<file path="src/tcp_pkg.sv">
// Constants and types for the timer channel pair (capture, PWM, one-shot)
//------------------------------------------------------------------------------
// Contract
// - Count clock is prescaled fclk; only channel 5 may pick sub or low-speed clock.
// - Unit logic is clocked only while the unit clock enable bit is 1; register writes and the stop bit still take effect while it is 0.
// - Capture mode counts up; width is period times (capture+1) plus 10000H times overflow.
// - Overflow flag records one overflow only; more make the result invalid.
// - Capture interrupts on each valid edge, and on start if start interrupt select set.
// - A valid input edge copies the counter into the channel data register.
// - Writing 1 to a channel's start bit starts counting in the configured mode.
// - Writing 1 to a channel's stop bit halts counting on that channel.
// - PWM counts both channels down; period is period times (master data plus one).
// - PWM master interrupts at start and after reaching 0000H; slave after its 0000H.
// - With timer output disabled, the pin follows the software output level bit.
// - Slave output is active high when polarity bit is 0, active low when 1.
// - Master is an even channel 0 to 6; its slave is higher, at most 7.
// - One-shot active width equals slave data times the count clock period.
// - One-shot master loads and starts on input edge or software start bit.
// - One-shot slave loads and counts on the count clock after master reaches 0000h.
// - One-shot master interrupts on the count clock after reaching 0000H.
// - Master and slave live counters are readable by software at any time.
//------------------------------------------------------------------------------
package tcp_pkg;

	// -------------------------------------------------------------------------
	// Channel placement
	// -------------------------------------------------------------------------
	localparam int unsigned MASTER_IDX = 4;
	localparam int unsigned SLAVE_IDX  = 5;
	localparam int unsigned SLOW_IDX   = 5;

	// -------------------------------------------------------------------------
	// Register byte offsets
	// -------------------------------------------------------------------------
	localparam logic [7:0] OFF_PERIPH_EN  = 8'h00;
	localparam logic [7:0] OFF_START_TRIG = 8'h04;
	localparam logic [7:0] OFF_STOP_TRIG  = 8'h08;
	localparam logic [7:0] OFF_MODE       = 8'h0C;
	localparam logic [7:0] OFF_MDATA      = 8'h10;
	localparam logic [7:0] OFF_SDATA      = 8'h14;
	localparam logic [7:0] OFF_MCOUNT     = 8'h18;
	localparam logic [7:0] OFF_SCOUNT     = 8'h1C;
	localparam logic [7:0] OFF_OUTCTRL    = 8'h20;
	localparam logic [7:0] OFF_STATUS     = 8'h24;

	// -------------------------------------------------------------------------
	// Field positions
	// -------------------------------------------------------------------------
	localparam int unsigned MODE_LSB     = 0;
	localparam int unsigned STARTIRQ_BIT = 2;
	localparam int unsigned EDGE_BIT     = 3;
	localparam int unsigned MCLK_LSB     = 4;
	localparam int unsigned SCLK_LSB     = 9;
	localparam int unsigned OLVL_BIT     = 0;
	localparam int unsigned OEN_BIT      = 1;
	localparam int unsigned OPOL_BIT     = 2;

	// -------------------------------------------------------------------------
	// Reset values and counter constants
	// -------------------------------------------------------------------------
	localparam logic [15:0] CNT_ZERO = 16'h0000;
	localparam logic [15:0] CNT_MAX  = 16'hFFFF;
	localparam logic [15:0] CNT_ONE  = 16'h0001;
	localparam logic [13:0] MODE_RST = 14'h0000;
	localparam logic [15:0] DATA_RST = 16'hFFFF;
	localparam logic [4:0]  CSEL_SUB = 5'h10;
	localparam logic [4:0]  CSEL_LOW = 5'h11;

	// -------------------------------------------------------------------------
	// Types
	// -------------------------------------------------------------------------
	typedef enum logic [1:0] {
		MD_CAPTURE = 2'h0,
		MD_PWM     = 2'h1,
		MD_ONESHOT = 2'h2,
		MD_RSVD    = 2'h3
	} tcp_mode_t;

	typedef enum logic [2:0] {
		ST_IDLE = 3'b001,
		ST_WAIT = 3'b010,
		ST_RUN  = 3'b100
	} tcp_state_t;

	typedef struct packed {
		logic        psel;
		logic        penable;
		logic        pwrite;
		logic [7:0]  paddr;
		logic [31:0] pwdata;
	} tcp_apb_req_t;

	typedef struct packed {
		logic        pready;
		logic        pslverr;
		logic [31:0] prdata;
	} tcp_apb_rsp_t;

	typedef struct packed {
		logic [4:0] sclk;
		logic [4:0] mclk;
		logic       rising;
		logic       start_irq;
		tcp_mode_t  mode;
	} tcp_cfg_t;

endpackage

</file>
<file path="src/tcp_timer.sv">
// Timer channel pair: interval capture, PWM and one-shot, with APB registers
`timescale 1ns/100ps

module tcp_timer (
	input  wire logic                  CLOCK,
	input  wire logic                  RESETN,
	input  wire tcp_pkg::tcp_apb_req_t APB_REQ,
	output tcp_pkg::tcp_apb_rsp_t      APB_RSP,
	input  wire logic                  SUB_TICK,
	input  wire logic                  LOW_TICK,
	input  wire logic                  TIMER_IN,
	output logic                       TIMER_OUT,
	output logic                       TIMER_OUT_EN,
	output logic                       MASTER_IRQ,
	output logic                       SLAVE_IRQ
);

	// ------------------------------------------------------------------------
	// Decoding helpers
	// ------------------------------------------------------------------------
	function automatic logic sel_tick(
		input logic [4:0]  sel,
		input logic [15:0] pre,
		input logic        slow_ok,
		input logic        sub,
		input logic        low
	);
		logic [15:0] mask;
		mask = (16'h0001 << sel[3:0]) - 16'h0001;
		if (sel == tcp_pkg::CSEL_SUB && slow_ok) begin
			sel_tick = sub;
		end else if (sel == tcp_pkg::CSEL_LOW && slow_ok) begin
			sel_tick = low;
		end else if (sel[4]) begin
			sel_tick = 1'b1;
		end else begin
			sel_tick = ((pre & mask) == mask);
		end
	endfunction

	function automatic logic addr_hit(input logic [7:0] a, input logic [7:0] off);
		addr_hit = (a == off);
	endfunction

	function automatic logic at_zero(input logic [15:0] c);
		at_zero = (c == tcp_pkg::CNT_ZERO);
	endfunction

	// ------------------------------------------------------------------------
	// Declarations
	// ------------------------------------------------------------------------
	tcp_pkg::tcp_cfg_t   cfg_q;
	tcp_pkg::tcp_state_t state_q;
	logic        unit_clock_enable_q;
	logic [15:0] mdata_q;
	logic [15:0] sdata_q;
	logic [15:0] mcount_q;
	logic [15:0] scount_q;
	logic        out_level_q;
	logic        out_enable_q;
	logic        polarity_q;
	logic        slave_active_q;
	logic        slave_run_q;
	logic        ovf_run_q;
	logic        overflow_flag_q;
	logic [15:0] pre_q;
	logic        in_prev_q;
	logic [31:0] rdata_q;
	logic        slverr_q;
	logic        mirq_q;
	logic        sirq_q;
	logic        wr_en;
	logic        rd_setup;
	logic        start_wr;
	logic        stop_wr;
	logic        edge_seen;
	logic        mtick;
	logic        stick;
	logic        mapped;
	logic        is_cap;
	logic        is_pwm;
	logic        is_one;
	logic        m_zero;
	logic        s_zero;

	// ------------------------------------------------------------------------
	// Bus strobes
	// ------------------------------------------------------------------------
	assign wr_en    = APB_REQ.psel && APB_REQ.penable && APB_REQ.pwrite;
	assign rd_setup = APB_REQ.psel && !APB_REQ.penable;
	assign mapped   = (APB_REQ.paddr[1:0] == 2'h0) && (APB_REQ.paddr <= tcp_pkg::OFF_STATUS);

	// Either channel bit of the pair acts on the pair
	assign start_wr = wr_en && addr_hit(APB_REQ.paddr, tcp_pkg::OFF_START_TRIG)
		&& unit_clock_enable_q
		&& (APB_REQ.pwdata[tcp_pkg::MASTER_IDX] || APB_REQ.pwdata[tcp_pkg::SLAVE_IDX]);
	assign stop_wr  = wr_en && addr_hit(APB_REQ.paddr, tcp_pkg::OFF_STOP_TRIG)
		&& (APB_REQ.pwdata[tcp_pkg::MASTER_IDX] || APB_REQ.pwdata[tcp_pkg::SLAVE_IDX]);

	assign is_cap = (cfg_q.mode == tcp_pkg::MD_CAPTURE);
	assign is_pwm = (cfg_q.mode == tcp_pkg::MD_PWM);
	assign is_one = (cfg_q.mode == tcp_pkg::MD_ONESHOT);

	// ------------------------------------------------------------------------
	// Counter end decodes
	// ------------------------------------------------------------------------
	assign m_zero = at_zero(mcount_q);
	assign s_zero = at_zero(scount_q);

	// ------------------------------------------------------------------------
	// Unit clock gating and prescaler
	// ------------------------------------------------------------------------
	always_ff @(posedge CLOCK) begin
		if (!RESETN) begin
			unit_clock_enable_q <= 1'b0;
		end else if (wr_en && addr_hit(APB_REQ.paddr, tcp_pkg::OFF_PERIPH_EN)) begin
			unit_clock_enable_q <= APB_REQ.pwdata[0];
		end
	end

	// Prescaler held at zero while the unit is off; the enable term in mtick and stick keeps the count clocks off
	always_ff @(posedge CLOCK) begin
		if (!RESETN || !unit_clock_enable_q) begin
			pre_q <= tcp_pkg::CNT_ZERO;
		end else begin
			pre_q <= pre_q + 16'h0001;
		end
	end

	assign mtick = unit_clock_enable_q
		&& sel_tick(cfg_q.mclk, pre_q, tcp_pkg::MASTER_IDX == tcp_pkg::SLOW_IDX,
			SUB_TICK, LOW_TICK);
	assign stick = unit_clock_enable_q
		&& sel_tick(cfg_q.sclk, pre_q, tcp_pkg::SLAVE_IDX == tcp_pkg::SLOW_IDX,
			SUB_TICK, LOW_TICK);

	// ------------------------------------------------------------------------
	// Input edge detection
	// ------------------------------------------------------------------------
	// Sampler sleeps with the unit; a start needs two enabled cycles, so no stale edge
	always_ff @(posedge CLOCK) begin
		if (!RESETN) begin
			in_prev_q <= 1'b0;
		end else if (unit_clock_enable_q) begin
			in_prev_q <= TIMER_IN;
		end
	end

	assign edge_seen = unit_clock_enable_q
		&& (cfg_q.rising ? (TIMER_IN && !in_prev_q) : (!TIMER_IN && in_prev_q));

	// ------------------------------------------------------------------------
	// Software registers
	// ------------------------------------------------------------------------
	always_ff @(posedge CLOCK) begin
		if (!RESETN) begin
			cfg_q <= tcp_pkg::tcp_cfg_t'(tcp_pkg::MODE_RST);
		end else if (wr_en && addr_hit(APB_REQ.paddr, tcp_pkg::OFF_MODE)
			&& state_q == tcp_pkg::ST_IDLE) begin
			cfg_q <= tcp_pkg::tcp_cfg_t'(APB_REQ.pwdata[13:0]);
		end
	end

	always_ff @(posedge CLOCK) begin
		if (!RESETN) begin
			out_level_q  <= 1'b0;
			out_enable_q <= 1'b0;
			polarity_q   <= 1'b0;
		end else if (wr_en && addr_hit(APB_REQ.paddr, tcp_pkg::OFF_OUTCTRL)) begin
			// Level bit only latches while output is disabled
			if (!out_enable_q) begin
				out_level_q <= APB_REQ.pwdata[tcp_pkg::OLVL_BIT];
			end
			out_enable_q <= APB_REQ.pwdata[tcp_pkg::OEN_BIT];
			polarity_q   <= APB_REQ.pwdata[tcp_pkg::OPOL_BIT];
		end
	end

	// Slave data: software sets the active width
	always_ff @(posedge CLOCK) begin
		if (!RESETN) begin
			sdata_q <= tcp_pkg::DATA_RST;
		end else if (wr_en && addr_hit(APB_REQ.paddr, tcp_pkg::OFF_SDATA)) begin
			sdata_q <= APB_REQ.pwdata[15:0];
		end
	end

	// Master data: period in PWM, delay in one-shot, capture result in capture
	always_ff @(posedge CLOCK) begin
		if (!RESETN) begin
			mdata_q <= tcp_pkg::DATA_RST;
		end else if (is_cap && state_q == tcp_pkg::ST_RUN && edge_seen) begin
			mdata_q <= mcount_q;
		end else if (wr_en && addr_hit(APB_REQ.paddr, tcp_pkg::OFF_MDATA)) begin
			mdata_q <= APB_REQ.pwdata[15:0];
		end
	end

	// ------------------------------------------------------------------------
	// Master state machine
	// ------------------------------------------------------------------------
	always_ff @(posedge CLOCK) begin
		if (!RESETN) begin
			state_q <= tcp_pkg::ST_IDLE;
		end else if (stop_wr) begin
			state_q <= tcp_pkg::ST_IDLE;
		end else begin
			unique case (state_q)
				tcp_pkg::ST_IDLE: begin
					if (start_wr) begin
						state_q <= tcp_pkg::ST_RUN;
					end
				end
				tcp_pkg::ST_WAIT: begin
					if (start_wr || edge_seen) begin
						state_q <= tcp_pkg::ST_RUN;
					end
				end
				tcp_pkg::ST_RUN: begin
					if (is_one && mtick && m_zero) begin
						state_q <= tcp_pkg::ST_WAIT;
					end
				end
				default: begin
					state_q <= tcp_pkg::ST_IDLE;
				end
			endcase
		end
	end

	// ------------------------------------------------------------------------
	// Master counter
	// ------------------------------------------------------------------------
	always_ff @(posedge CLOCK) begin
		if (!RESETN) begin
			mcount_q <= tcp_pkg::CNT_ZERO;
		end else if (stop_wr) begin
			mcount_q <= mcount_q;
		end else if (state_q == tcp_pkg::ST_IDLE && start_wr) begin
			mcount_q <= is_cap ? tcp_pkg::CNT_ZERO : mdata_q;
		end else if (state_q == tcp_pkg::ST_WAIT && (start_wr || edge_seen)) begin
			mcount_q <= mdata_q;
		end else if (state_q == tcp_pkg::ST_RUN) begin
			if (is_cap && edge_seen) begin
				mcount_q <= tcp_pkg::CNT_ZERO;
			end else if (is_cap && mtick) begin
				mcount_q <= mcount_q + tcp_pkg::CNT_ONE;
			end else if (mtick && m_zero) begin
				mcount_q <= is_pwm ? mdata_q : tcp_pkg::CNT_ZERO;
			end else if (mtick) begin
				mcount_q <= mcount_q - tcp_pkg::CNT_ONE;
			end
		end
	end

	// ------------------------------------------------------------------------
	// Overflow tracking
	// ------------------------------------------------------------------------
	// Only one wrap is remembered; a second one is indistinguishable
	always_ff @(posedge CLOCK) begin
		// Reset and start both clear, so a new run never reports a stale wrap
		if (!RESETN || start_wr) begin
			ovf_run_q       <= 1'b0;
			overflow_flag_q <= 1'b0;
		end else if (is_cap && state_q == tcp_pkg::ST_RUN) begin
			if (edge_seen) begin
				overflow_flag_q <= ovf_run_q;
				ovf_run_q       <= 1'b0;
			end else if (mtick && mcount_q == tcp_pkg::CNT_MAX) begin
				ovf_run_q <= 1'b1;
			end
		end
	end

	// ------------------------------------------------------------------------
	// Slave counter and output
	// ------------------------------------------------------------------------
	// End of a master period, or of the one-shot delay
	logic master_end;
	assign master_end = state_q == tcp_pkg::ST_RUN && mtick
		&& m_zero && !is_cap;

	always_ff @(posedge CLOCK) begin
		if (!RESETN || stop_wr) begin
			scount_q       <= tcp_pkg::CNT_ZERO;
			slave_run_q    <= 1'b0;
			slave_active_q <= 1'b0;
		end else if (is_pwm && state_q == tcp_pkg::ST_IDLE && start_wr) begin
			scount_q       <= sdata_q;
			slave_run_q    <= 1'b1;
			slave_active_q <= 1'b1;
		end else if (master_end) begin
			scount_q       <= sdata_q;
			slave_run_q    <= 1'b1;
			slave_active_q <= (sdata_q != tcp_pkg::CNT_ZERO) || is_pwm;
		end else if (slave_run_q && stick) begin
			if (is_pwm && s_zero) begin
				slave_run_q    <= 1'b0;
				slave_active_q <= 1'b0;
			end else if (is_one && scount_q <= tcp_pkg::CNT_ONE) begin
				scount_q       <= tcp_pkg::CNT_ZERO;
				slave_run_q    <= 1'b0;
				slave_active_q <= 1'b0;
			end else begin
				scount_q <= scount_q - tcp_pkg::CNT_ONE;
			end
		end
	end

	assign TIMER_OUT_EN = out_enable_q;
	assign TIMER_OUT    = out_enable_q ? (slave_active_q ^ polarity_q) : out_level_q;

	// ------------------------------------------------------------------------
	// Event pulses
	// ------------------------------------------------------------------------
	always_ff @(posedge CLOCK) begin
		if (!RESETN) begin
			mirq_q <= 1'b0;
			sirq_q <= 1'b0;
		end else begin
			mirq_q <= (state_q == tcp_pkg::ST_IDLE && start_wr
					&& (is_pwm || (is_cap && cfg_q.start_irq)))
				|| (is_cap && state_q == tcp_pkg::ST_RUN && edge_seen)
				|| master_end;
			sirq_q <= is_pwm && slave_run_q && stick
				&& s_zero;
		end
	end

	assign MASTER_IRQ = mirq_q;
	assign SLAVE_IRQ  = sirq_q;

	// ------------------------------------------------------------------------
	// APB read path
	// ------------------------------------------------------------------------
	// Read data captured in the setup cycle so the access phase needs no wait
	always_ff @(posedge CLOCK) begin
		if (!RESETN) begin
			rdata_q  <= 32'h0000_0000;
			slverr_q <= 1'b0;
		end else if (rd_setup) begin
			slverr_q <= !mapped;
			rdata_q  <= 32'h0000_0000;
			unique case (APB_REQ.paddr)
				tcp_pkg::OFF_PERIPH_EN: rdata_q[0] <= unit_clock_enable_q;
				tcp_pkg::OFF_START_TRIG: begin
					rdata_q[tcp_pkg::MASTER_IDX] <= state_q != tcp_pkg::ST_IDLE;
					rdata_q[tcp_pkg::SLAVE_IDX]  <= slave_run_q;
				end
				tcp_pkg::OFF_MODE:    rdata_q[13:0] <= 14'(cfg_q);
				tcp_pkg::OFF_MDATA:   rdata_q[15:0] <= mdata_q;
				tcp_pkg::OFF_SDATA:   rdata_q[15:0] <= sdata_q;
				tcp_pkg::OFF_MCOUNT:  rdata_q[15:0] <= mcount_q;
				tcp_pkg::OFF_SCOUNT:  rdata_q[15:0] <= scount_q;
				tcp_pkg::OFF_OUTCTRL: begin
					rdata_q[tcp_pkg::OLVL_BIT] <= out_level_q;
					rdata_q[tcp_pkg::OEN_BIT]  <= out_enable_q;
					rdata_q[tcp_pkg::OPOL_BIT] <= polarity_q;
				end
				tcp_pkg::OFF_STATUS: begin
					rdata_q[0] <= overflow_flag_q;
					rdata_q[1] <= slave_active_q;
					rdata_q[4:2] <= state_q;
				end
				default: rdata_q <= 32'h0000_0000;
			endcase
		end
	end

	assign APB_RSP.pready  = 1'b1;
	assign APB_RSP.pslverr = slverr_q && APB_REQ.psel && APB_REQ.penable;
	assign APB_RSP.prdata  = rdata_q;

endmodule

</file>
<file path="config.mk">
export PLATFORM = sky130hd
export DESIGN_NAME = tcp_timer
export DESIGN_NICKNAME = d
export VERILOG_FILES = /design/src/tcp_pkg.sv /design/src/tcp_timer.sv
export SDC_FILE = /design/constraint.sdc
export NUM_CORES = 1
export LEC_CHECK = 0
export BUFFER_PORTS_ARGS = -buffer_cell sky130_fd_sc_hd__buf_2
export CAP_MARGIN = 5
export CORE_ASPECT_RATIO = 1.25
export CORE_UTILIZATION = 45
export DETAILED_ROUTE_END_ITERATION = 6
export GPL_TIMING_DRIVEN = 0
export REMOVE_ABC_BUFFERS = 1
export SLEW_MARGIN = 20
export SYNTH_ARGS = -nofsm -noshare
export SYNTH_HDL_FRONTEND = slang
export SYNTH_SLANG_ARGS = --single-unit
export TNS_END_PERCENT = 100
</file>
<file path="constraint.sdc">
create_clock -name CLOCK -period 5.8 [get_ports CLOCK]
set_clock_uncertainty 0.1 [all_clocks]
set_input_delay 0.29 -clock CLOCK [delete_from_list [all_inputs] [get_ports CLOCK]]
set_output_delay 0.29 -clock CLOCK [all_outputs]
set_load 0.05 [all_outputs]
</file>
======== Yosys cells after proc, flatten, opt, wreduce, memory -nomap -nowiden ========
Index checks and enable logic that the tools add are counted.
cells by class
  muxes and demuxes ....................... 42
  multipliers ............................. 0
  magnitude comparators ................... 2
  reduce and logical (&&, ||, !) cells .... 81
  bitwise logic cells ..................... 6
  div/mod/pow operators ................... 0
  shifts and indexed selects .............. 2
  eq/ne operators ......................... 24
  $add $sub $neg .......................... 6
operators with widths
  cell                   count
  $mux 16                16
  $sub 16x1->16 const B  4
  $logic_and 1x1->1      45
  $pmux 8 s5             1
  $add 16x1->16 const B  2
  $and 16x16->16         2
  $eq 16x16->1           2
  $eq 8x5->1 const B     4
  $logic_not 16->1       2
  $shl 1x4->16 const A   2
  $eq 16x16->1 const B   1
  $eq 8x4->1 const B     2
  $eq 8x6->1 const B     2
  $le 16x1->1 const B    1
  $reduce_bool 16->1     1
  $mux 1                 15
  $pmux 2 s7             1
  $pmux 1 s6             2
  $eq 5x5->1 const B     2
  $reduce_and 2->1       5
  $logic_or 1x1->1       9
  $mux 3                 3
  $pmux 3 s3             1
  $eq 8x3->1 const B     1
  other kinds (23)       37
storage, ports and cells
  bits of input ports ..................... 48
  output and inout port bits .............. 38
  memories kept ........................... 0
  ROM bits ................................ 0
  flip-flop bits (word level) ............. 125
  RAM bits ................................ 0
  latch bits .............................. 0
  logic and storage cells ................. 187

======== Longest topological paths before layout ========
Gate-level depths: netlist of the first run.
  depth after elaboration ................. 13
  depth in mapped cells ................... 16
  gate-level depth less buffers ........... 12

======== Worst setup path before layout of the first run ========
Ideal clock, no wire load.
  path type ............................... register to register
  start ................................... register cfg_q[6] (netlist name)
  end ..................................... register mcount_q[8]
  data arrival time ....................... 3.255 ns
  cell stages (with the launch flop) ...... 16
  setup time .............................. 0.074 ns
  data required time ...................... 5.626 ns
  period minus slack after synthesis ...... 3.429 ns
  path slack .............................. 2.371 ns
  path buffers ............................ 3
  cell sequence ........................... dfxtp_1 > clkbuf_1 > nor3_1 > nand2_1 > ha_1 > buf_4 > nor2_1 > a31oi_1 > nor3_1 > or4_1 > o41ai_2 > buf_2 > a2111oi_0 > a41oi_1 > mux2_1 > a31oi_1
on the way
  longest elaborated chain between the ends .. 13
  elaborated cells between the ends (all ways) .. 16
  classes of those cells .................. add/sub (1); eq/ne (1); shift (1); mux (7); bitwise (1); reduce/logical (5)
ends and longest elaborated chain
  item                      line              text
  start: declaration        tcp_timer.sv:52   tcp_pkg::tcp_cfg_t cfg_q;
  start signal: assignment  tcp_timer.sv:157  cfg_q <= tcp_pkg::tcp_cfg_t'(tcp_pkg::MODE_RST);
  start signal: assignment  tcp_timer.sv:160  cfg_q <= tcp_pkg::tcp_cfg_t'(APB_REQ.pwdata[13:0]);
  $shl 1x4->16 (*)          tcp_timer.sv:29   mask = (16'h0001 << sel[3:0]) - 16'h0001;
  $sub 16x1->16 (*)         tcp_timer.sv:29
  $and 16x16->16            tcp_timer.sv:37   sel_tick = ((pre & mask) == mask);
  $eq 16x16->1 (*)          tcp_timer.sv:37
  $mux 1 (*)                tcp_timer.sv:34   end else if (sel[4]) begin
  $logic_and 1x1->1 (*)     tcp_timer.sv:131  && sel_tick(cfg_q.mclk, pre_q, tcp_pkg::MASTER_IDX == tcp_pkg::SLOW_IDX,
  $logic_and 1x1->1         tcp_timer.sv:248  end else if (mtick && m_zero) begin
  $mux 16                   tcp_timer.sv:248
  $mux 16                   tcp_timer.sv:246  end else if (is_cap && mtick) begin
  $mux 16                   tcp_timer.sv:244  if (is_cap && edge_seen) begin
  $mux 16                   tcp_timer.sv:243  end else if (state_q == tcp_pkg::ST_RUN) begin
  $mux 16                   tcp_timer.sv:241  end else if (state_q == tcp_pkg::ST_WAIT && (start_wr || edge_seen)) begin
  $mux 16                   tcp_timer.sv:239  end else if (state_q == tcp_pkg::ST_IDLE && start_wr) begin
  end signal: assignment    tcp_timer.sv:240  mcount_q <= is_cap ? tcp_pkg::CNT_ZERO : mdata_q;
  end signal: assignment    tcp_timer.sv:242  mcount_q <= mdata_q;
  end signal: assignment    tcp_timer.sv:245  mcount_q <= tcp_pkg::CNT_ZERO;
  end: declaration          tcp_timer.sv:57   logic [15:0] mcount_q;
Mark *: on every way between the ends. The rest lies on a longest branch, timed or not. The select of a mux whose other input is x is not followed.
A chain may end at the register's enable or synchronous reset.

======== Final worst setup path of the first run ========
  start ................................... register cfg_q[5] (netlist name)
  end ..................................... register mcount_q[0]
Same word-level chain as after synthesis.

==> results.txt, run 1 <==
----------------------------------------------------
[Worst setup path]
  Max FO, Critical Path ... 20
  Type of element launching the critical path ... flip-flop
  Signal arrival time at the worst endpoint ... roughly 5000 ps
  Kind of capture point of the worst setup path ... flip-flop
  WS Path Type ... flip-flop to flip-flop
  Critical path required time ... 6050 ps

[Global routing]
  Global-route wire length before repair ... between 40000 and 50000 µm
  Number of global-route vias before repair ... 7537
  Global route total overflow ... 0
  Number of antenna violations at the first check in global routing ... 0
  Global-route usage over all layers ... between 30% and 40%
  Pin count of the biggest net entering global routing ... 64

[Clocking]
  Clock root buffer ... sky130_fd_sc_hd__clkbuf_16
  CTS tree ... yes
  Setup fix buffers added after clock tree synthesis ... 0
  Bufs on Longest Clock Path ... 2
  Inserted Clock Buffers ... 17
  Clock-pin slew of the registers on the worst-case setup and hold paths ... roughly 60 ps
  H-tree levels ... 4
  Clock tree sinks ... 124
  Latest clock arrival within the worst-skew pair ... ~420 ps

[Routing]
  Antenna Violating Nets Remaining ... 0
  Number of iterations in the first detailed-routing pass ... 7
  Vias ... a little over 8000
  Detail-routed net length per standard cell ... ~20 µm
  Violation count after the first detailed-routing iteration ... 719
  Post-detailed-route DRC marker count ... 0
  Routed WL ... approximately 27000 µm
  Via density per instance ... 6.24

[Worst hold path]
  Worst min-delay path class ... input port to flip-flop

[Synth]
  Total of flip-flops plus latches after synthesis ... around 120
  Proportion of synthesized chip area in sequential cells ... between 30% and 40%
  Yosys cell types ... between 70 and 80
  Count of flip-flops with a built-in enable after synthesis ... 0
  Synthesized area per cell ... approximately 7.3 µm²
  Number of warnings issued by yosys ... 0
  Mapped Area ... approximately 8000 µm²
  Most common flop cell mapped by yosys ... sky130_fd_sc_hd__dfxtp_1
  Number of instances in the synthesized netlist ... ~1100
  Post-synth ARST share ... 0%

[Pwr]
  Leakage component of the power ... between 3 and 4 nW
  Maximum vdd drop ... around 0.17 mV
  PwrDens ... ~230 nW/µm²

[STA]
  Share of the cycle needed by the critical path after routing ... between 80% and 90%
  Final setup violation count ... 0
  Fmax ... around 210 MHz
  Setup Total Neg Slack ... 0 ps
  Worst Tran Pin Value ... 1080 ps
  Worst Slack Setup Final ... 1070 ps
  Tightest slew margin relative to the limit ... between 20 and 30%
  Fin. Hold Viols ... 0
  Post-route minimum period ... 4730 ps
  RSZ-0062 raised after global routing ... false
  Number of max-slew violations in the final report ... 0

[Placed design]
  Routability-driven placement congestion ratio ... 0.922
  DP Cell Count ... about 1300
  Worst slack at placement ... roughly 1100 ps
  Port buffer count ... 52
  Post-detail-place hpwl ... 19000 µm

[Die]
  Chip Width ... ~120 µm
  Die H ... ~150 µm
  Placeable core region ... roughly 17000 µm²
  Die Area ... approximately 18000 µm²
  FP Rows ... 53
  I/O Pins ... 86
  Starting density of the core ... between 40% and 50%

[Finish]
  Share of post-route cells with drive strength above 1 ... a little over a tenth
  Number of antenna repair diodes ... 0
  Most common cell after layout, fill and taps aside ... sky130_fd_sc_hd__nand2_1
  Final instance count without filler cells ... about 1300
  Highest-count cells in the layout ignoring fill and taps ... 189 x sky130_fd_sc_hd__nand2_1, 124 x sky130_fd_sc_hd__dfxtp_1, 74 x sky130_fd_sc_hd__nor2_1
  Post-synthesis to final-layout area growth ... 9.63%
  Core Util, Final ... around half
  Post-layout net count ... around 1100

[Status]
  Outcome ... completed

[Job]
  Number of violations of the max-capacitance limit ... 0

----------------------------------------------------
-- metrics by stage --
step	instance area, µm²	power [W]	hold WS (ps)
floorplan	7420	0.000944	252
global placement	7960	0.000986	358
detailed placement	8040	0.000988	368
CTS	8630	0.00201	10.5
global route	8630	0.00205	21.0
finish	8630	0.00200	25.6
-- cells in the mapped netlist, drive strengths merged, types with 8 or more instances --
master | instances | area, µm²
a21o | 9 | 67.6
a21oi | 69 | 349
a221oi | 12 | 105
a222oi | 15 | 150
a22oi | 17 | 128
a31oi | 27 | 169
and2 | 8 | 50.1
and3 | 16 | 100
buf | 36 | 248
clkbuf | 70 | 263
dfxtp | 124 | 2480
inv | 21 | 78.8
mux2i | 9 | 90.1
nand2 | 189 | 709
nand2b | 16 | 100
nand3 | 62 | 310
nand4 | 10 | 62.6
nor2 | 78 | 315
nor3 | 34 | 170
nor4 | 17 | 119
o21ai | 74 | 374
or2 | 10 | 62.6
xnor2 | 20 | 175
xor2 | 22 | 193
-- layer usage --
layer	GRT usage, %	up-vias	routed length [µm]
met5	0	-	0
met4	17.7	0	1410
met3	4.46	73	1720
met2	51.4	364	12800
met1	36.7	3842	10900
li1	-	3871	-
-- repair_timing --
action                    4_1_cts  5_1_grt
gates resized for setup         0        0
hold buffers                    3        0
hold endpoints to repair        3        0
-- kinds of logic (layout without fill, tap and decap cells) --
group	count (synthesis)	in the layout	share of synthesized area [%]
multiplexers	10	10	1.29
XOR/XNOR	42	42	4.67
buffers and inverters	128	115	7.53
other	2	17	0.0954
AND/OR/NAND/NOR	478	478	29.1
AO/OA/AOI/OAI	294	294	24.7
flip-flops	124	124	31.5
adder cells (fa/ha/maj)	7	7	1.11
-- state kept, by name, summed over array words and instances, names as in the netlist, 3 cells and up --
signal and cells:
mdata_q 16, cfg_q 14, sdata_q 16, mcount_q 16
state_q 3, rdata_q 16, pre_q 15, scount_q 16
-- critical path: stages, from the launching register on --
cell,delay (ps)
sky130_fd_sc_hd__dfxtp_1,630
sky130_fd_sc_hd__nor3_1,140
sky130_fd_sc_hd__nand2_1,110
sky130_fd_sc_hd__ha_1,430
sky130_fd_sc_hd__or3_1,190
sky130_fd_sc_hd__o21ai_1,60
sky130_fd_sc_hd__and3_1,190
sky130_fd_sc_hd__or4_1,590
sky130_fd_sc_hd__o41ai_4,690
sky130_fd_sc_hd__a22o_1,670
sky130_fd_sc_hd__and2_1,460
sky130_fd_sc_hd__o221ai_1,210
sky130_fd_sc_hd__o22ai_1,160
-- area by class of cell --
| cell class | count | area (µm²) |
|---|---|---|
| multi-input combinational | 848 | 4890 |
| clock inverter | 14 | 135 |
| inverter | 22 | 82.6 |
| tap | 220 | 275 |
| fill | 1732 | 8340 |
| timing repair buffer | 61 | 338 |
| clock buffer | 18 | 429 |
| sequential | 124 | 2480 |
-- report_power, final --
part	total (W)	switching [W]	leakage (nW)	internal (W)
registers	0.000861	0.00000334	1.00	0.000858
clock network	0.00103	0.000433	0.270	0.000597
logic	0.000110	0.0000872	1.93	0.0000228
total	0.00200	0.000523	3.20	0.00148
-- path summary, 6_finish.rpt --
check	start	endpoint	slack, ps	cells after the start
setup reg to reg	cfg_q[5]	mcount_q[0]	1070	12
hold / removal	APB_REQ[13]	sdata_q[13]	30	3
hold reg to reg	cfg_q[8]	cfg_q[8]	380	2
setup / recovery	cfg_q[5]	mcount_q[0]	1070	12
Power figures use the tool's default switching activity.
==> run 2, diff against run 1 <==
--- a/config.mk
+++ b/config.mk
@@ -11,6 +11,7 @@
 export CORE_UTILIZATION = 45
 export DETAILED_ROUTE_END_ITERATION = 6
 export GPL_TIMING_DRIVEN = 0
+export PLACE_DENSITY = 0.66
 export REMOVE_ABC_BUFFERS = 1
 export SLEW_MARGIN = 20
 export SYNTH_ARGS = -nofsm -noshare
==> constraint.sdc (replaced) <==
create_clock -name CLOCK -period 4.1 [get_ports CLOCK]
set_clock_uncertainty 0.1 [all_clocks]
set_input_delay 0.205 -clock CLOCK [delete_from_list [all_inputs] [get_ports CLOCK]]
set_output_delay 0.205 -clock CLOCK [all_outputs]
set_load 0.05 [all_outputs]
==> run 2 against run 1 <==
Combinational power up 54%; critical path type unchanged; highest routed layer unchanged; the run now ends with DRC left; via count up 1.6%; clock power up 48%; critical path depth up 1.
==> results.txt, run 2 (synthesized netlist as in run 1, its figures left out) <==
----------------------------------------------------
[Routing]
  Via density per instance ... 6.26 (+0.35%)
  Vias ... 8279 (+1.6%)
  Detail-routed net length per standard cell ... 20.2 µm (-1.8%)
  Post-detailed-route DRC marker count ... 1 (+1)
  Violation count after the first detailed-routing iteration ... 1084 (+51%)
  Antenna Violating Nets Remaining ... 0 (unchanged)
  Number of iterations in the first detailed-routing pass ... 7 (unchanged)
  Routed WL ... 26700 µm (-0.55%)

[Finish]
  Post-synthesis to final-layout area growth ... 12.3%
  Highest-count cells in the layout ignoring fill and taps ... 189 x sky130_fd_sc_hd__nand2_1, 117 x sky130_fd_sc_hd__dfxtp_1, 73 x sky130_fd_sc_hd__nor2_1
  Core Util, Final ... 52.1% (+1.2 points)
  Number of antenna repair diodes ... 0 (unchanged)
  Most common cell after layout, fill and taps aside ... sky130_fd_sc_hd__nand2_1
  Post-layout net count ... 1146 (+1.5%)
  Final cell area excluding filler cells ... 8840 µm² (+2.4%)
  Share of post-route cells with drive strength above 1 ... 12.1% (+1.4 points)
  Number of inserted filler cells in the final layout ... 1713 (-1.1%)

[STA]
  Number of max-slew violations in the final report ... 0 (unchanged)
  Fin. Hold Viols ... 0 (unchanged)
  Worst Tran Pin Value ... 1060 ps (-20.9 ps)
  Post-route minimum period ... 3850 ps (-880 ps)
  Final setup violation count ... 0 (unchanged)
  Final Hold Slack ... 17.3 ps (-8.33 ps)
  Share of the cycle needed by the critical path after routing ... 93.9% (+12 points)
  Tightest slew margin relative to the limit ... 29.4% (+1.4 points)
  Fmax ... 260 MHz (+23%)

[Worst hold path]
  Worst hold endpoint ... slverr_q
  Hold path cells ... 3 (unchanged)
  Worst min-delay path class ... input port to flip-flop
  Min-Delay Startpoint ... APB_REQ[38]

[Clocking]
  Clock-pin slew of the registers on the worst-case setup and hold paths ... 60 ps (about the same)
  Inserted Clock Buffers ... 17 (unchanged)
  Latest clock arrival within the worst-skew pair ... 420 ps (about the same)
  CTS tree ... yes
  Bufs on Longest Clock Path ... 2 (unchanged)
  Clock root buffer ... sky130_fd_sc_hd__clkbuf_16
  H-tree levels ... 4 (unchanged)
  Clock tree sinks ... 124 (unchanged)

[Die]
  Die Area ... 18000 µm² (unchanged)
  I/O Pins ... 86 (unchanged)
  Die H ... 150 µm (unchanged)
  Chip Width ... 120 µm (unchanged)
  Placeable core region ... 17000 µm² (unchanged)
  Starting density of the core ... 46.4% (unchanged)
  FP Rows ... 53 (unchanged)

[Worst setup path]
  Startpoint of the worst-slack reg-to-reg timing path ... cfg_q[5]
  Signal arrival time at the worst endpoint ... 4090 ps (-890 ps)
  Biggest cell delay along the critical path ... 570 ps (-120 ps)
  WS Path Type ... flip-flop to flip-flop
  Type of element launching the critical path ... flip-flop
  Max FO, Critical Path ... 20 (unchanged)
  Setup slack of the most critical reg-to-reg path ... 250 ps (-820 ps)
  Critical path required time ... 4340 ps (-1710 ps)
  CP max stage cell ... sky130_fd_sc_hd__or4_1
  Crit path cell chain ... nor3_1 -> nand2_1 -> ha_2 -> or3_1 -> o21ai_1 -> and3_1 -> or4_1 -> o41ai_4 -> buf_4 -> a22o_2 -> and2_1 -> o221ai_1 -> o22ai_1
  Largest delay contributor family on the critical path ... simple AND/OR/NAND/NOR gates
  Worst reg2reg path depth ... 13 (+1)
  CP Buf/Inv Count ... 1 (+1)
  Kind of capture point of the worst setup path ... flip-flop
  End of the worst register-to-register path ... mcount_q[0]

[Status]
  Outcome ... finished with violations
  Violated checks ... DRC

[Placed design]
  Port buffer count ... 52 (unchanged)
  Routability-driven placement congestion ratio ... 0.927 (+0.63%)
  Cell area after placement ... 8030 µm² (about the same)
  Post-detail-place hpwl ... 18400 µm (-2.9%)

[Global routing]
  Pin count of the biggest net entering global routing ... 64 (unchanged)
  Global-route usage over all layers ... 30.2% (-0.26 points)
  Global-route wire length before repair ... 42100 µm (+0.18%)
  Global route total overflow ... 0 (unchanged)
  Number of antenna violations at the first check in global routing ... 0 (unchanged)
  Number of global-route vias before repair ... 7793 (+3.4%)

[Pwr]
  PwrDens ... 329 nW/µm² (+42%)
  Leakage component of the power ... 3.29 nW (+2.9%)
  Maximum vdd drop ... 0.287 mV (+68%)

[Job]
  Number of violations of the max-capacitance limit ... 0 (unchanged)

----------------------------------------------------
-- run 2: power breakdown --
| part | internal [W] | switching [W] | total [W] |
|---|---|---|---|
| registers | 0.00121 | 0.00000599 | 0.00122 |
| clock network | 0.000930 | 0.000594 | 0.00152 |
| logic | 0.0000415 | 0.000127 | 0.000169 |
| total | 0.00219 | 0.000727 | 0.00291 |
-- run 2: final cells by class --
type | count | area, µm² | share of cell area, %
Sequential cell | 124 | 2490 | 28.2
Inverter | 22 | 82.6 | 0.934
Tap cell | 220 | 275 | 3.11
Timing Repair Buffer | 78 | 499 | 5.65
Multi-Input combinational cell | 848 | 4900 | 55.4
Clock inverter | 12 | 138 | 1.56
Clock buffer | 19 | 453 | 5.12
-- run 2: worst max path at each step --
stage,to,start,slack [ps],cells after the start
3_5_place_dp,mcount_q[0],cfg_q[5],-530,12
3_3_place_gp,cfg_q[0],APB_REQ[37],-1070,6
2_1_floorplan,mcount_q[8],cfg_q[6],180,12
6_report,mcount_q[0],cfg_q[5],250,13
4_1_cts,scount_q[8],cfg_q[10],70,12
5_1_grt,mcount_q[0],cfg_q[5],-7,13
-- run 2: repair_timing --
| item | in CTS | in global routing |
|---|---|---|
| pin swaps | 1 | 0 |
| hold buffers | 17 | 0 |
| setup endpoints to repair | 38 | 27 |
| setup buffers | 3 | 0 |
| resized for setup | 5 | 9 |
| endpoints found under the hold margin | 33 | 0 |
-- run 2: worst min-delay path, delay by kind of cell --
| kind | cells | cell delay, ps |
|---|---|---|
| buf+inv | 1 | 110 |
| simple gates | 1 | 40 |
| compound gates | 1 | 130 |
-- run 2: routing by layer --
metal / track usage [%] / part of all wire, %
met1: 35.8 / 40
met2: 52.3 / 49
met3: 4.38 / 6.2
met4: 16.1 / 4.7
met5: 0 / 0
-- run 2: per-stage QoR --
| step | instances | TNS (ps) | total power [W] | worst slack (ps) |
|---|---|---|---|---|
| 3_5_place_dp | 1272 | -11810 | 0.00140 | -530 |
| 5_1_grt | 1323 | -7.22 | 0.00298 | -7.22 |
| 4_1_cts | 1323 | 0 | 0.00292 | 69.5 |
| 2_1_floorplan | 994 | 0 | 0.00134 | 175 |
| 3_3_place_gp | 1266 | -40040 | 0.00140 | -1070 |
| 6_report | 1323 | 0 | 0.00291 | 248 |
==> run 3, diff against run 2 <==
--- a/config.mk
+++ b/config.mk
@@ -5,6 +5,7 @@
 export SDC_FILE = /design/constraint.sdc
 export NUM_CORES = 1
 export LEC_CHECK = 0
+export ABC_AREA = 1
 export BUFFER_PORTS_ARGS = -buffer_cell sky130_fd_sc_hd__buf_2
 export CAP_MARGIN = 5
 export CORE_ASPECT_RATIO = 1.25
==> run 3 against run 2 <==
The flow now finishes without violations; synthesized area is 6.3% higher; synthesized cell count is 25% higher; die area is 6.2% higher; critical path depth is 5 higher; final cell count is 23% higher; register-to-register slack better by 30 ps; critical endpoint is now scount_q[8]; largest power group unchanged.
==> results.txt, run 3 <==
----------------------------------------------------
[Status]
  Outcome ... completed

[STA]
  Share of the cycle needed by the critical path after routing ... 93.3% (-0.65 points)
  Post-route minimum period ... 3820 ps (-26.6 ps)
  Worst Tran Pin Value ... 1180 ps (+127 ps)
  Final setup violation count ... 0 (unchanged)
  Final Hold Slack ... 36.6 ps (+19.3 ps)
  Fin. Hold Viols ... 0 (unchanged)
  Setup Total Neg Slack ... 0 ps (unchanged)
  Number of max-slew violations in the final report ... 0 (unchanged)
  Tightest slew margin relative to the limit ... 20.9% (-8.5 points)
  RSZ-0062 raised after global routing ... false
  Fmax ... 261 MHz (+0.69%)

[Worst setup path]
  Largest delay contributor family on the critical path ... simple AND/OR/NAND/NOR gates
  Signal arrival time at the worst endpoint ... 4040 ps (-50 ps)
  Kind of capture point of the worst setup path ... flip-flop
  WS Path Type ... flip-flop to flip-flop
  CP Buf/Inv Count ... 4 (+3)
  Crit path cell chain ... inv_1 -> nand3_1 -> ha_2 -> inv_1 -> a21oi_1 -> nand2_1 -> nand2_1 -> nor2_1 -> nor2_1 -> nand3_1 -> nand2_8 -> nand3_4 -> inv_2 -> nand3_2 -> nand4_1 -> nand3_1 -> nand2_1 -> inv_1
  Max FO, Critical Path ... 32 (+60%)
  Critical path required time ... 4320 ps (-20 ps)
  Biggest cell delay along the critical path ... 480 ps (-90 ps)
  Type of element launching the critical path ... flip-flop
  CP max stage cell ... sky130_fd_sc_hd__dfxtp_2

[Clocking]
  Bufs on Longest Clock Path ... 2 (unchanged)
  Clock root buffer ... sky130_fd_sc_hd__clkbuf_16
  Inserted Clock Buffers ... 17 (unchanged)
  Clock tree sinks ... 124 (unchanged)
  H-tree levels ... 4 (unchanged)
  Clock-pin slew of the registers on the worst-case setup and hold paths ... 60 ps (about the same)
  Latest clock arrival within the worst-skew pair ... 430 ps (about the same)
  CTS tree ... yes

[Finish]
  Share of post-route cells with drive strength above 1 ... 8.61% (-3.4 points)
  Most common cell after layout, fill and taps aside ... sky130_fd_sc_hd__nand2_1
  Highest-count cells in the layout ignoring fill and taps ... 318 x sky130_fd_sc_hd__nand2_1, 160 x sky130_fd_sc_hd__inv_1, 154 x sky130_fd_sc_hd__nor2_1
  Number of inserted filler cells in the final layout ... 1926 (+12%)
  Number of antenna repair diodes ... 0 (unchanged)
  Core Util, Final ... 52.1% (about the same)
  Post-layout net count ... 1436 (+25%)
  Post-synthesis to final-layout area growth ... 13.0%

[Placed design]
  Port buffer count ... 52 (unchanged)
  Routability-driven placement congestion ratio ... 0.937 (+1.0%)
  Post-detail-place hpwl ... 19800 µm (+7.4%)

[Die]
  FP Rows ... 55 (+3.8%)
  Die H ... 155 µm (+3.1%)
  Starting density of the core ... 46.1% (-0.30 points)
  I/O Pins ... 86 (unchanged)
  Placeable core region ... 18200 µm² (+7.0%)
  Chip Width ... 124 µm (+3.1%)
  Die Area ... 19200 µm² (+6.2%)

[Routing]
  Detailed-routing wirelength on met1 ... 11700 µm (+8.1%)
  Routed WL ... 28300 µm (+6.0%)
  Sum of met2 wire segment lengths after detailed routing ... 13200 µm (+1.2%)
  Met3 wire length ... 2320 µm (+39%)
  Number of iterations in the first detailed-routing pass ... 5 (-2)
  Via density per instance ... 5.69 (-9.0%)
  Uppermost layer routed ... met4
  Antenna Violating Nets Remaining ... 0 (unchanged)
  Detail-routed net length per standard cell ... 17.5 µm (-14%)
  Violation count after the first detailed-routing iteration ... 840 (-23%)
  Vias ... 9232 (+12%)
  Post-detailed-route DRC marker count ... 0 (-1)

[Global routing]
  Pin count of the biggest net entering global routing ... 65 (+1.6%)
  Number of antenna violations at the first check in global routing ... 0 (unchanged)
  Global-route usage over all layers ... 30.1% (-0.083 points)
  Global-route wire length before repair ... 44100 µm (+4.8%)
  Number of global-route vias before repair ... 8405 (+7.9%)
  Global route total overflow ... 0 (unchanged)

[Synth]
  Synthesized area per cell ... 6.18 µm² (-15%)
  Yosys cell types ... 44 (-42%)
  Fraction of synthesized cell area in xor and xnor cells ... 4.29% (-0.38 points)
  Number of instances in the synthesized netlist ... 1355 (+25%)
  Count of flip-flops with a built-in enable after synthesis ... 0 (unchanged)
  Mux contribution to synthesized area ... 0% (-1.3 points)
  Synth Area in Compound Gates ... 15.4% (-9.3 points)
  Most common flop cell mapped by yosys ... sky130_fd_sc_hd__dfxtp_1
  Cell with the most instances after synthesis ... sky130_fd_sc_hd__nand2_1
  Top area cells in the synthesized netlist ... sky130_fd_sc_hd__dfxtp_1 30%, sky130_fd_sc_hd__nand2_1 14%, sky130_fd_sc_hd__inv_1 7.2%
  Post-synth ARST share ... 0% (unchanged)
  Number of warnings issued by yosys ... 0 (unchanged)
  Adder-Cell Fraction of Synth Area ... 1.05% (-0.066 points)
  Fraction of the mapped netlist area in simple logic gates ... 36.9% (+7.8 points)
  Most common library cells after synthesis ... 318 x sky130_fd_sc_hd__nand2_1, 160 x sky130_fd_sc_hd__inv_1, 158 x sky130_fd_sc_hd__nor2_1
  Total of flip-flops plus latches after synthesis ... 124 (unchanged)
  Cell taking the most area after synthesis ... sky130_fd_sc_hd__dfxtp_1
  Mapped Area ... 8370 µm² (+6.3%)
  Area fraction of the dominant cell type after synthesis ... 29.6% (-1.9 points)
  Proportion of synthesized chip area in sequential cells ... 29.6% (-1.9 points)
  Dominant combinational cell family by area after synthesis ... simple AND/OR/NAND/NOR gates

[Pwr]
  Total chip power ... 0.00298 W (+2.2%)
  Maximum vdd drop ... 0.225 mV (-22%)
  PwrDens ... 315 nW/µm² (-4.5%)
  Leakage component of the power ... 4.56 nW (+38%)

[Worst hold path]
  Worst min-delay path class ... input port to flip-flop

[Job]
  Number of violations of the max-capacitance limit ... 0 (unchanged)

----------------------------------------------------
run 3: changes by cell type after synthesis, sizes merged, moves of 16 or more:
cell	delta
a21oi	+25
a22oi	-17
a31oi	-17
clkbuf	-32
inv	+146
nand2	+132
nand2b	-16
nand3	+49
nand4	+62
nor2	+86
xnor2	-18
xor2	+17
run 3: report_power, final:
group          internal, W  total, W  leakage [nW]  switching [W]
clock network     0.000988   0.00157         0.286       0.000580
logic            0.0000449  0.000187          3.27       0.000142
registers          0.00121   0.00122          1.00     0.00000721
run 3: final cells by class:
type | instances | area [µm²] | share of cell area, %
Clock buffer | 22 | 464 | 4.91
Multi-Input combinational cell | 994 | 4960 | 52.5
Tap cell | 228 | 285 | 3.01
Timing Repair Buffer | 70 | 468 | 4.95
Clock inverter | 10 | 140 | 1.48
Inverter | 174 | 653 | 6.90
Sequential cell | 124 | 2490 | 26.3
run 3: routing by layer:
| metal | GRT usage [%] | vias up |
|---|---|---|
| met2 | 47.7 | 423 |
| met5 | 0 | - |
| met1 | 39.0 | 4205 |
| met4 | 14.3 | 0 |
| met3 | 5.57 | 88 |
| li1 | - | 4516 |
run 3: logic make-up (layout without fill, tap and decap cells):
logic type	after synthesis	after routing
AO/OA/AOI/OAI	224	224
XOR/XNOR	41	41
flip-flops	124	124
AND/OR/NAND/NOR	704	705
buffers and inverters	253	276
other	2	17
adder cells (fa/ha/maj)	7	7
run 3: worst paths after layout:
kind | startpoint | end | slack, ps | cells after the start
setup / recovery | cfg_q[6] | scount_q[8] | 280 | 18
hold / removal | APB_REQ[0] | unit_clock_enable_q | 40 | 3
setup reg to reg | cfg_q[6] | scount_q[8] | 280 | 18
hold reg to reg | pre_q[14] | pre_q[14] | 350 | 1
run 3: stage by stage:
step | cells | setup slack (ps) | cell area [µm²]
after global placement | 1571 | -1080 | 8570
after global routing | 1622 | 67.5 | 9460
final | 1622 | 275 | 9460
after detailed placement | 1573 | -544 | 8640
after CTS | 1620 | 21.1 | 9410
after floorplan | 1291 | 434 | 8030
run 3: what timing repair did:
item	in CTS	in global routing
pin swaps	0	1
gates resized for setup	4	5
setup endpoints to repair	35	34
hold endpoints to repair	15	0
buffers inserted	0	1
cloned	0	1
hold buffers	15	0
run 3: worst reg2reg max path: stages (launching register included):
cell                      delay, ps
sky130_fd_sc_hd__dfxtp_2        480
sky130_fd_sc_hd__inv_1          180
sky130_fd_sc_hd__nand3_1        150
sky130_fd_sc_hd__ha_2           290
sky130_fd_sc_hd__inv_1           80
sky130_fd_sc_hd__a21oi_1        300
sky130_fd_sc_hd__nand2_1         90
sky130_fd_sc_hd__nand2_1         80
sky130_fd_sc_hd__nor2_1          60
sky130_fd_sc_hd__nor2_1         100
sky130_fd_sc_hd__nand3_1        200
sky130_fd_sc_hd__nand2_8        280
sky130_fd_sc_hd__nand3_4        270
sky130_fd_sc_hd__inv_2          250
sky130_fd_sc_hd__nand3_2        370
sky130_fd_sc_hd__nand4_1        210
sky130_fd_sc_hd__nand3_1        110
sky130_fd_sc_hd__nand2_1         70
sky130_fd_sc_hd__inv_1           40
